$ cat src/slbtx_pkg.sv
// shared constants and types for the segmented local bus transmit path
package slbtx_pkg;

  // ----------------------------------------------------------------
  // bus geometry
  // ----------------------------------------------------------------
  localparam int SEG_N  = 4;
  localparam int SEG_W  = 128;
  localparam int BUS_W  = SEG_N * SEG_W;
  localparam int MTY_W  = 4;
  localparam int CHAN_W = 8;
  localparam int CNT_W  = 12;
  localparam int WRD_W  = 6;
  localparam int FILL_W = 11;
  localparam int WORD_SHIFT = 3;

  typedef logic [CNT_W-1:0] slbtx_cnt_type;

  localparam slbtx_cnt_type SEG_BYTES  = 12'h010;
  localparam slbtx_cnt_type BUS_BYTES  = 12'h040;
  localparam slbtx_cnt_type WORD_ROUND = 12'h007;
  localparam slbtx_cnt_type SHORT_MIN  = 12'h040;
  localparam slbtx_cnt_type SHORT_MAX  = 12'h100;
  localparam slbtx_cnt_type SHORT_GRAN = 12'h01f;
  localparam slbtx_cnt_type BUS_GRAN   = 12'h03f;

  // ----------------------------------------------------------------
  // controller register map (byte offsets) and fields
  // ----------------------------------------------------------------
  localparam int ADDR_W = 6;
  localparam logic [ADDR_W-1:0] OFS_CTRL   = 6'h00;
  localparam logic [ADDR_W-1:0] OFS_LEN    = 6'h04;
  localparam logic [ADDR_W-1:0] OFS_MAX    = 6'h08;
  localparam logic [ADDR_W-1:0] OFS_MIN    = 6'h0c;
  localparam logic [ADDR_W-1:0] OFS_SHORT  = 6'h10;
  localparam logic [ADDR_W-1:0] OFS_CHAN   = 6'h14;
  localparam logic [ADDR_W-1:0] OFS_NUM    = 6'h18;
  localparam logic [ADDR_W-1:0] OFS_STATUS = 6'h1c;
  localparam logic [ADDR_W-1:0] OFS_SENT   = 6'h20;

  localparam int CTRL_GO  = 0;
  localparam int CTRL_CLR = 1;
  localparam int ST_BUSY  = 0;
  localparam int ST_OVF   = 1;
  localparam int ST_BERR  = 2;
  localparam int ST_CFG   = 3;

  localparam slbtx_cnt_type LEN_RST   = 12'h108;
  localparam slbtx_cnt_type MAX_RST   = 12'h100;
  localparam slbtx_cnt_type MIN_RST   = 12'h040;
  localparam slbtx_cnt_type SHORT_RST = 12'h040;
  localparam logic [15:0]   NUM_RST   = 16'h0001;

  localparam logic [1:0] RESP_OKAY   = 2'b00;
  localparam logic [1:0] RESP_SLVERR = 2'b10;

  typedef enum logic [1:0] {
    ST_IDLE = 2'b00,
    ST_SEND = 2'b01,
    ST_HALT = 2'b10
  } slbtx_state_type;

endpackage

$ cat src/slbtx_if.sv
// segmented transmit bus between packet scheduler and burst framer
`timescale 1ns/10ps
interface slbtx_if;
  import slbtx_pkg::*;

  logic [SEG_N-1:0]        ena;
  logic [SEG_N-1:0]        sop;
  logic [SEG_N-1:0]        eop;
  logic [SEG_N-1:0]        force_burst;
  logic [SEG_N*MTY_W-1:0]  mty;
  logic [SEG_N*CHAN_W-1:0] chan;
  logic [BUS_W-1:0]        data;
  slbtx_cnt_type           burst_short;
  slbtx_cnt_type           burst_max;
  logic                    rdy;
  logic                    ovf;
  logic                    burst_err;

  modport dev (
    input  ena, sop, eop, force_burst, mty, chan, data,
    input  burst_short, burst_max,
    output rdy, ovf, burst_err
  );

  modport sched (
    output ena, sop, eop, force_burst, mty, chan, data,
    output burst_short, burst_max,
    input  rdy, ovf, burst_err
  );
endinterface

$ cat src/slbtx_sched.sv
// packet scheduler end: axi4-lite controlled, drives the segmented bus
//
// The AXI4-Lite register port and the placing of the registers are this design's own decisions.
`timescale 1ns/10ps
module slbtx_sched (
  input  wire logic                          aclk,
  input  wire logic                          aresetn,
  input  wire logic [slbtx_pkg::ADDR_W-1:0]  awaddr,
  input  wire logic                          awvalid,
  output logic                               awready,
  input  wire logic [31:0]                   wdata,
  input  wire logic [3:0]                    wstrb,
  input  wire logic                          wvalid,
  output logic                               wready,
  output logic [1:0]                         bresp,
  output logic                               bvalid,
  input  wire logic                          bready,
  input  wire logic [slbtx_pkg::ADDR_W-1:0]  araddr,
  input  wire logic                          arvalid,
  output logic                               arready,
  output logic [31:0]                        rdata,
  output logic [1:0]                         rresp,
  output logic                               rvalid,
  input  wire logic                          rready,
  slbtx_if.sched                             lb
);
  import slbtx_pkg::*;

  // ----------------------------------------------------------------
  // axi4-lite write channel
  // ----------------------------------------------------------------
  logic [ADDR_W-1:0]  waddr_q;
  logic [31:0]        wdat_q;
  logic [3:0]         wstb_q;
  logic               aw_held_q;
  logic               w_held_q;
  logic               wr_fire;
  logic               wr_hit;

  assign wr_fire = aw_held_q && w_held_q && !bvalid;

  function automatic logic mapped(input logic [ADDR_W-1:0] a);
    mapped = (a == OFS_CTRL) || (a == OFS_LEN) || (a == OFS_MAX) ||
             (a == OFS_MIN) || (a == OFS_SHORT) || (a == OFS_CHAN) ||
             (a == OFS_NUM) || (a == OFS_STATUS) || (a == OFS_SENT);
  endfunction

  // byte-lane merge of a write into an old register value
  function automatic logic [31:0] merge(input logic [31:0] old);
    merge = old;
    for (int b = 0; b < 4; b++)
      if (wstb_q[b])
        merge[b*8 +: 8] = wdat_q[b*8 +: 8];
  endfunction

  assign wr_hit = wr_fire && mapped(waddr_q);

  // address and data are taken in either order, answered when both held
  always_ff @(posedge aclk) begin
    if (!aresetn) begin
      awready   <= 1'b1;
      wready    <= 1'b1;
      aw_held_q <= 1'b0;
      w_held_q  <= 1'b0;
      waddr_q   <= '0;
      wdat_q    <= '0;
      wstb_q    <= '0;
      bvalid    <= 1'b0;
      bresp     <= RESP_OKAY;
    end else begin
      if (awvalid && awready) begin
        waddr_q   <= awaddr;
        aw_held_q <= 1'b1;
        awready   <= 1'b0;
      end
      if (wvalid && wready) begin
        wdat_q   <= wdata;
        wstb_q   <= wstrb;
        w_held_q <= 1'b1;
        wready   <= 1'b0;
      end
      if (wr_fire) begin
        bvalid <= 1'b1;
        bresp  <= mapped(waddr_q) ? RESP_OKAY : RESP_SLVERR;
      end
      if (bvalid && bready) begin
        bvalid    <= 1'b0;
        aw_held_q <= 1'b0;
        w_held_q  <= 1'b0;
        awready   <= 1'b1;
        wready    <= 1'b1;
      end
    end
  end

  // ----------------------------------------------------------------
  // configuration registers
  // ----------------------------------------------------------------
  slbtx_cnt_type      len_q;
  slbtx_cnt_type      max_q;
  slbtx_cnt_type      min_q;
  slbtx_cnt_type      short_q;
  logic [CHAN_W-1:0]  chan_q;
  logic [15:0]        num_q;
  logic [15:0]        sent_q;
  logic [3:0]         stat_q;
  logic [31:0]        wr_m;

  always_comb begin
    wr_m = '0;
    case (waddr_q)
      OFS_LEN:   wr_m = merge(32'(len_q));
      OFS_MAX:   wr_m = merge(32'(max_q));
      OFS_MIN:   wr_m = merge(32'(min_q));
      OFS_SHORT: wr_m = merge(32'(short_q));
      OFS_CHAN:  wr_m = merge(32'(chan_q));
      OFS_NUM:   wr_m = merge(32'(num_q));
      default:   wr_m = merge(32'h0000_0000);
    endcase
  end

  // settings are loaded only when idle so a packet never sees a change
  always_ff @(posedge aclk) begin
    if (!aresetn) begin
      len_q   <= LEN_RST;
      max_q   <= MAX_RST;
      min_q   <= MIN_RST;
      short_q <= SHORT_RST;
      chan_q  <= '0;
      num_q   <= NUM_RST;
    end else if (wr_hit && !stat_q[ST_BUSY]) begin
      case (waddr_q)
        OFS_LEN:   len_q   <= wr_m[CNT_W-1:0];
        OFS_MAX:   max_q   <= wr_m[CNT_W-1:0];
        OFS_MIN:   min_q   <= wr_m[CNT_W-1:0];
        OFS_SHORT: short_q <= wr_m[CNT_W-1:0];
        OFS_CHAN:  chan_q  <= wr_m[CHAN_W-1:0];
        OFS_NUM:   num_q   <= wr_m[15:0];
        default:   ;
      endcase
    end
  end

  // ----------------------------------------------------------------
  // axi4-lite read channel
  // ----------------------------------------------------------------
  always_ff @(posedge aclk) begin
    if (!aresetn) begin
      arready <= 1'b1;
      rvalid  <= 1'b0;
      rdata   <= '0;
      rresp   <= RESP_OKAY;
    end else begin
      if (arvalid && arready) begin
        arready <= 1'b0;
        rvalid  <= 1'b1;
        rresp   <= mapped(araddr) ? RESP_OKAY : RESP_SLVERR;
        case (araddr)
          OFS_LEN:    rdata <= 32'(len_q);
          OFS_MAX:    rdata <= 32'(max_q);
          OFS_MIN:    rdata <= 32'(min_q);
          OFS_SHORT:  rdata <= 32'(short_q);
          OFS_CHAN:   rdata <= 32'(chan_q);
          OFS_NUM:    rdata <= 32'(num_q);
          OFS_STATUS: rdata <= 32'(stat_q);
          OFS_SENT:   rdata <= 32'(sent_q);
          default:    rdata <= '0;
        endcase
      end
      if (rvalid && rready) begin
        rvalid  <= 1'b0;
        arready <= 1'b1;
      end
    end
  end

  // ----------------------------------------------------------------
  // scheduler
  // ----------------------------------------------------------------
  slbtx_state_type    state_q;
  slbtx_cnt_type      pos_q;
  slbtx_cnt_type      bcnt_q;
  slbtx_cnt_type      split_q;
  logic               split_v_q;
  logic [15:0]        left_q;
  logic               go;
  logic               clr;
  logic               cfg_ok;
  logic               emit;
  logic               last;
  logic               bstart;
  logic               hit;
  slbtx_cnt_type      rem;
  slbtx_cnt_type      off;
  logic [SEG_N-1:0]   ena_n;
  logic [SEG_N-1:0]   eop_n;
  logic [SEG_N*MTY_W-1:0] mty_n;
  logic [BUS_W-1:0]   data_n;

  assign go  = wr_hit && waddr_q == OFS_CTRL && wstb_q[0] &&
               wdat_q[CTRL_GO];
  assign clr = wr_hit && waddr_q == OFS_CTRL && wstb_q[0] &&
               wdat_q[CTRL_CLR];

  // legal burst settings, checked before any packet starts
  assign cfg_ok = short_q >= SHORT_MIN && short_q <= SHORT_MAX &&
                  (short_q & SHORT_GRAN) == '0 && short_q <= max_q &&
                  (max_q & BUS_GRAN) == '0 && max_q >= short_q &&
                  min_q >= BUS_BYTES && (min_q & BUS_GRAN) == '0 &&
                  min_q <= (max_q >> 1) && len_q != '0;

  // only ready cycles carry data, so no segment is valid the cycle after rdy is low
  assign emit = state_q == ST_SEND && lb.rdy && !lb.ovf;
  assign rem  = len_q - pos_q;
  assign last = rem <= BUS_BYTES;
  assign hit  = split_v_q && pos_q == split_q;
  // bursts open only on whole bus cycles, one per cycle
  assign bstart = pos_q == '0 || bcnt_q >= max_q || hit;

  // segments fill upward from zero; only the end segment may be short
  always_comb begin
    ena_n  = '0;
    eop_n  = '0;
    mty_n  = '0;
    data_n = '0;
    off    = '0;
    for (int i = 0; i < SEG_N; i++) begin
      off = pos_q + slbtx_cnt_type'(i) * SEG_BYTES;
      ena_n[i] = off < len_q;
      eop_n[i] = ena_n[i] && (off + SEG_BYTES >= len_q);
      if (eop_n[i])
        mty_n[i*MTY_W +: MTY_W] = MTY_W'(off + SEG_BYTES - len_q);
      data_n[i*SEG_W +: SEG_W] = {SEG_W/32{32'(off)}};
    end
  end

  // packet sequencing; a new start only after the end cycle
  always_ff @(posedge aclk) begin
    if (!aresetn) begin
      state_q <= ST_IDLE;
      pos_q   <= '0;
      left_q  <= '0;
    end else begin
      case (state_q)
        ST_IDLE: begin
          pos_q <= '0;
          if (go && cfg_ok) begin
            left_q  <= num_q;
            state_q <= (num_q == '0) ? ST_IDLE : ST_SEND;
          end
        end
        ST_SEND: begin
          if (lb.ovf)
            state_q <= ST_HALT;
          else if (emit) begin
            pos_q <= last ? '0 : pos_q + BUS_BYTES;
            if (last) begin
              left_q <= left_q - 16'h0001;
              if (left_q == 16'h0001)
                state_q <= ST_IDLE;
            end
          end
        end
        ST_HALT: begin
          if (clr)
            state_q <= ST_IDLE;
        end
        default: state_q <= ST_IDLE;
      endcase
    end
  end

  // bursts run at max size; a final stretch longer than max but short of max plus min splits into two
  always_ff @(posedge aclk) begin
    if (!aresetn) begin
      bcnt_q    <= '0;
      split_q   <= '0;
      split_v_q <= 1'b0;
    end else if (emit) begin
      bcnt_q <= bstart ? BUS_BYTES : bcnt_q + BUS_BYTES;
      if (last)
        split_v_q <= 1'b0;
      else if (bstart && rem > max_q && rem < max_q + min_q) begin
        split_q   <= pos_q + ((rem - min_q) & ~BUS_GRAN);
        split_v_q <= 1'b1;
      end else if (hit)
        split_v_q <= 1'b0;
    end
  end

  // bus outputs registered; idle cycles drive no valid segment
  always_ff @(posedge aclk) begin
    if (!aresetn) begin
      lb.ena         <= '0;
      lb.sop         <= '0;
      lb.eop         <= '0;
      lb.force_burst <= '0;
      lb.mty         <= '0;
      lb.data        <= '0;
      lb.chan        <= '0;
    end else begin
      lb.ena         <= emit ? ena_n : '0;
      lb.sop         <= emit ? SEG_N'(pos_q == '0) : '0;
      lb.eop         <= emit ? eop_n : '0;
      lb.force_burst <= (emit && hit) ? SEG_N'(1) : '0;
      lb.mty         <= emit ? mty_n : '0;
      lb.data        <= emit ? data_n : '0;
      lb.chan        <= {SEG_N{chan_q}};
    end
  end

  // burst settings shared with the framer, stable during sending
  always_ff @(posedge aclk) begin
    if (!aresetn) begin
      lb.burst_short <= SHORT_RST;
      lb.burst_max   <= MAX_RST;
    end else begin
      lb.burst_short <= short_q;
      lb.burst_max   <= max_q;
    end
  end

  // status: busy follows the state, the other flags are sticky and a new event wins over a clear in that cycle
  always_ff @(posedge aclk) begin
    if (!aresetn) begin
      stat_q <= '0;
      sent_q <= '0;
    end else begin
      stat_q[ST_BUSY] <= (state_q != ST_IDLE);
      stat_q[ST_OVF]  <= lb.ovf || (stat_q[ST_OVF] && !clr);
      stat_q[ST_BERR] <= lb.burst_err || (stat_q[ST_BERR] && !clr);
      stat_q[ST_CFG]  <= (go && !cfg_ok) || (stat_q[ST_CFG] && !clr);
      if (go && cfg_ok)
        sent_q <= '0;
      else if (emit && last)
        sent_q <= sent_q + 16'h0001;
    end
  end

endmodule

$ cat src/flat_wrapper.sv
// flat-port wrapper written by rule: the top's interface ports become plain ports
module slbtx_sched_flat import slbtx_pkg::*;
  (aclk, aresetn, awaddr, awvalid, awready, wdata, wstrb, wvalid, wready, bresp, bvalid, bready, araddr, arvalid, arready, rdata, rresp, rvalid, rready, lb_ena, lb_sop, lb_eop, lb_force_burst, lb_mty, lb_chan, lb_data, lb_burst_short, lb_burst_max, lb_rdy, lb_ovf, lb_burst_err);
  slbtx_if lb_i ();
  input  wire logic aclk;
  input  wire logic aresetn;
  input  wire logic [slbtx_pkg::ADDR_W-1:0] awaddr;
  input  wire logic awvalid;
  output logic awready;
  input  wire logic [31:0] wdata;
  input  wire logic [3:0] wstrb;
  input  wire logic wvalid;
  output logic wready;
  output logic [1:0] bresp;
  output logic bvalid;
  input  wire logic bready;
  input  wire logic [slbtx_pkg::ADDR_W-1:0] araddr;
  input  wire logic arvalid;
  output logic arready;
  output logic [31:0] rdata;
  output logic [1:0] rresp;
  output logic rvalid;
  input  wire logic rready;
  output wire logic [$bits(lb_i.ena)-1:0] lb_ena;
  output wire logic [$bits(lb_i.sop)-1:0] lb_sop;
  output wire logic [$bits(lb_i.eop)-1:0] lb_eop;
  output wire logic [$bits(lb_i.force_burst)-1:0] lb_force_burst;
  output wire logic [$bits(lb_i.mty)-1:0] lb_mty;
  output wire logic [$bits(lb_i.chan)-1:0] lb_chan;
  output wire logic [$bits(lb_i.data)-1:0] lb_data;
  output wire logic [$bits(lb_i.burst_short)-1:0] lb_burst_short;
  output wire logic [$bits(lb_i.burst_max)-1:0] lb_burst_max;
  input wire logic [$bits(lb_i.rdy)-1:0] lb_rdy;
  input wire logic [$bits(lb_i.ovf)-1:0] lb_ovf;
  input wire logic [$bits(lb_i.burst_err)-1:0] lb_burst_err;
  assign lb_ena = lb_i.ena;
  assign lb_sop = lb_i.sop;
  assign lb_eop = lb_i.eop;
  assign lb_force_burst = lb_i.force_burst;
  assign lb_mty = lb_i.mty;
  assign lb_chan = lb_i.chan;
  assign lb_data = lb_i.data;
  assign lb_burst_short = lb_i.burst_short;
  assign lb_burst_max = lb_i.burst_max;
  assign lb_i.rdy = lb_rdy;
  assign lb_i.ovf = lb_ovf;
  assign lb_i.burst_err = lb_burst_err;
  slbtx_sched u_core (.aclk(aclk), .aresetn(aresetn), .awaddr(awaddr), .awvalid(awvalid), .awready(awready), .wdata(wdata), .wstrb(wstrb), .wvalid(wvalid), .wready(wready), .bresp(bresp), .bvalid(bvalid), .bready(bready), .araddr(araddr), .arvalid(arvalid), .arready(arready), .rdata(rdata), .rresp(rresp), .rvalid(rvalid), .rready(rready), .lb(lb_i));
endmodule
$ cat config.mk
export PLATFORM = sky130hd
export DESIGN_NAME = slbtx_sched_flat
export DESIGN_NICKNAME = d
export VERILOG_FILES = /design/src/slbtx_pkg.sv /design/src/slbtx_if.sv /design/src/slbtx_sched.sv /design/src/flat_wrapper.sv
export SDC_FILE = /design/constraint.sdc
export NUM_CORES = 1
export LEC_CHECK = 0
export BUFFER_PORTS_ARGS = -buffer_cell sky130_fd_sc_hd__buf_2
export CAP_MARGIN = 20
export CORE_AREA = 2 2 272 274
export CTS_CLUSTER_SIZE = 28
export DETAILED_ROUTE_END_ITERATION = 10
export DIE_AREA = 0 0 274 276
export PLACE_DENSITY = 0.58
export SLEW_MARGIN = 30
export SYNTH_ARGS = -nofsm -noshare
export SYNTH_HDL_FRONTEND = slang
export SYNTH_SLANG_ARGS = --single-unit
export TNS_END_PERCENT = 1
$ cat constraint.sdc
create_clock -name aclk -period 7.21 [get_ports aclk]
set_clock_uncertainty 0.2 [all_clocks]
set_input_delay 0.721 -clock aclk [delete_from_list [all_inputs] [get_ports aclk]]
set_output_delay 0.721 -clock aclk [all_outputs]
set_load 0.01 [all_outputs]
==> results.md <==
* VDD IR max at 0.244 mV
* CP Data Required Time at 7470 ps
* RSZ-0062 raised after global routing: false
* Quantity of hold-fixing buffers added after cts at 0
* Row count at 99
* Most frequent cells in the layout: conb_1 (426), buf_2 (257), dfxtp_1 (252), nand2_1 (188), nor2_1 (173)
* Avg WL per Cell at 16.2 um
* Netlist Area Pre-Place at 18000 sq um
* Via count at 14.0k
* Buf/Inv on CP at 1
* FF+latch count, synth at 252
* DR iter-0 viols at 950
* Total negative setup slack at 0 ps
* Cts repair resizes at 0
* Final ANT Viol Nets at 0
* Critical Path AT at 5180 ps
* Core Area at 72600 sq um
* Netlist cell types at 84
* Post-layout min period at 4920 ps
* Vias per std cell at 4.28
* Clock tree buffer depth at 3
* Starting Density at 24.8%
* Crit end category: register
* H-tree levels at 1
* # fillers at 8037
* Remaining routing DRC violations at 0
* Reg-to-reg slack, setup at 2290 ps
* Status: completed
* NumNets Final at 2459
* Worst-path fanout max at 12
* CP delay by family, top: compound AO/OA/AOI/OAI gates
* First-pass GRT wire length at 76.9 mm
* Final Cycle Share at 68.3%
* Post-DP HPWL at 40.2 mm
* Final Hold Viols at 0
* Die area at 75600 sq um
* Commonest non-fill, non-tap cell in the layout: conb_1
* GR Overflow Total at 0
* Worst Hold Class: in -> reg
* DIE HEIGHT at 276 um
* Kind of critical path: reg -> reg
* Final RePlAce weighted congestion at 0.878
* Ys flop type: dfxtp_1
* Clock Pin Slew Worst Setup and Hold Paths at 70 ps
* Dpl cells at 3210
* Sequential area share after synthesis at 28.0%
* Worst slew margin at 33.9%
* Mapped Cells at 2204
* Die extent in x at 274 um
* Share of cells above drive strength 1 at 16.0%
* Leak at 8.81 nW
* Slowest stage delay, CP at 790 ps
* Fin cells at 3265
* IO buf count at 256
* Slew Viols, Final at 0
* CTS sink count at 252
* I/O pins at 699
* CTS Buf Count at 30
* WL final at 52.8 mm
* Endpoints failing setup at 0
* 1st-pass router iterations at 5
* Initial antenna violation count at 0
* Cell mode on critical path: ha_1
* Syn avg cell area at 8.18 sq um
* Synthesis warning total at 0
* Max cap viols at 0
* Number of synthesized flops with an enable pin at 0
* Power Density at 171 nW/um^2
* Async SR Flop Fraction at 0%
* Critical-path top delay cell: a2111oi_4
* Vias in the first global route at 12.3k
* CTS tree: yes
* Pin count of the biggest net entering global routing at 112
* Worst-path cell chain: inv_1 -> ha_1 -> xnor2_1 -> ha_1 -> a21o_1 -> a2111oi_0 -> o211ai_1 -> a22oi_1 -> o31ai_1 -> a2111oi_4 -> mux2i_1 -> nor2_1
* Postcts setup bufs at 0
* Slew at the pin closest to its max-slew limit at 989 ps
* Clk Latency, worst-skew pair at 600 ps
* Fmax at 203 MHz
* Synth-to-Final Area Change at 3.99%
* GRT Overall Usage at 13.1%
* CTS Root Cell: clkbuf_16
* Crit path launch type: register
[final timing paths]
| check | startpoint | end | cells after the start |
|---|---|---|---|
| setup / recovery | u_core.pos_q[7] | u_core.split_q[8] | 12 |
| hold / removal | wvalid | u_core.wready | 2 |
| setup reg to reg | u_core.pos_q[7] | u_core.split_q[8] | 12 |
| hold reg to reg | u_core.wdat_q[7] | u_core.wdat_q[7] | 2 |
[where the power goes]
group	total, mW	internal (mW)	leakage, nW	switching, mW
Clock	1.56	0.888	0.481	0.671
Combinational	0.235	0.0418	6.30	0.193
Sequential	1.42	1.40	2.04	0.0139
Total	3.21	2.33	8.81	0.878
[cell type report]
type | count | area (sq um) | area share (%)
well taps | 959 | 1200 | 6.40
clock buffers | 40 | 868 | 4.63
repair buffers | 265 | 1360 | 7.24
diodes | 1 | 2.50 | 0.0133
clock inverters | 14 | 146 | 0.781
flip-flops and latches | 252 | 5040 | 26.9
multi-input cells | 1654 | 9830 | 52.4
inverters | 80 | 303 | 1.61
[registers in the layout (all words and copies together), names as in the netlist, 2 cells and up]
name and flops:
u_core.lb.data 16, u_core.lb.mty 16, u_core.left_q 16, u_core.num_q 16, u_core.rdata 16, u_core.sent_q 16
u_core.wdat_q 16, u_core.lb.burst_max 12, u_core.lb.burst_short 12, u_core.len_q 12, u_core.max_q 12, u_core.min_q 12
u_core.short_q 12, u_core.chan_q 8, u_core.lb.chan 8, u_core.bcnt_q 6, u_core.pos_q 6, u_core.split_q 6
u_core.waddr_q 6, u_core.lb.ena 4, u_core.lb.eop 4, u_core.stat_q 4, u_core.state_q 2, u_core.wstb_q 2
[synthesized netlist by cell type (all sizes together) (33+ instances only)]
| cell | n | area [sq um] |
|---|---|---|
| dfxtp | 252 | 5040 |
| mux2i | 53 | 531 |
| inv | 78 | 293 |
| nand2 | 188 | 706 |
| and2 | 33 | 211 |
| a21oi | 151 | 771 |
| o21ai | 52 | 260 |
| buf | 556 | 4160 |
| xnor2 | 39 | 342 |
| nor2 | 174 | 656 |
| ha | 116 | 1450 |
| nand3 | 47 | 248 |
| clkbuf | 86 | 323 |
[cells by family (layout without fill, tap and decap cells)]
| logic type | after synthesis | count (layout) | share of synthesized area (%) |
|---|---|---|---|
| buffers and inverters | 722 | 399 | 26.5 |
| AND/OR/NAND/NOR | 606 | 606 | 16.4 |
| AO/OA/AOI/OAI | 382 | 382 | 14.1 |
| flip-flops | 252 | 252 | 28.0 |
| adder cells (fa/ha/maj) | 118 | 118 | 8.27 |
| multiplexers | 66 | 66 | 4.00 |
| XOR/XNOR | 56 | 56 | 2.80 |
| other | 2 | 427 | 0.0416 |
[routing by layer]
metal / global-route usage [%] / wire [um]
met1: 17.4 / 22900
met2: 21.4 / 24400
met3: 2.27 / 3800
met4: 4.07 / 1710
met5: 0 / 0
[through the flow]
step	instance area (sq um)	power [mW]	setup WS (ps)	hold WS, ps	util [%]
final	18800	3.21	2290	124	25.8
after global routing	18800	3.34	1860	127	25.8
after CTS	18700	3.25	2250	105	25.8
after detailed placement	17700	1.68	2290	249	24.4
after global placement	17700	1.68	2350	243	24.4
after floorplan	19600	1.80	3130	229	-
Note: power is estimated with default switching activity, not from simulation.
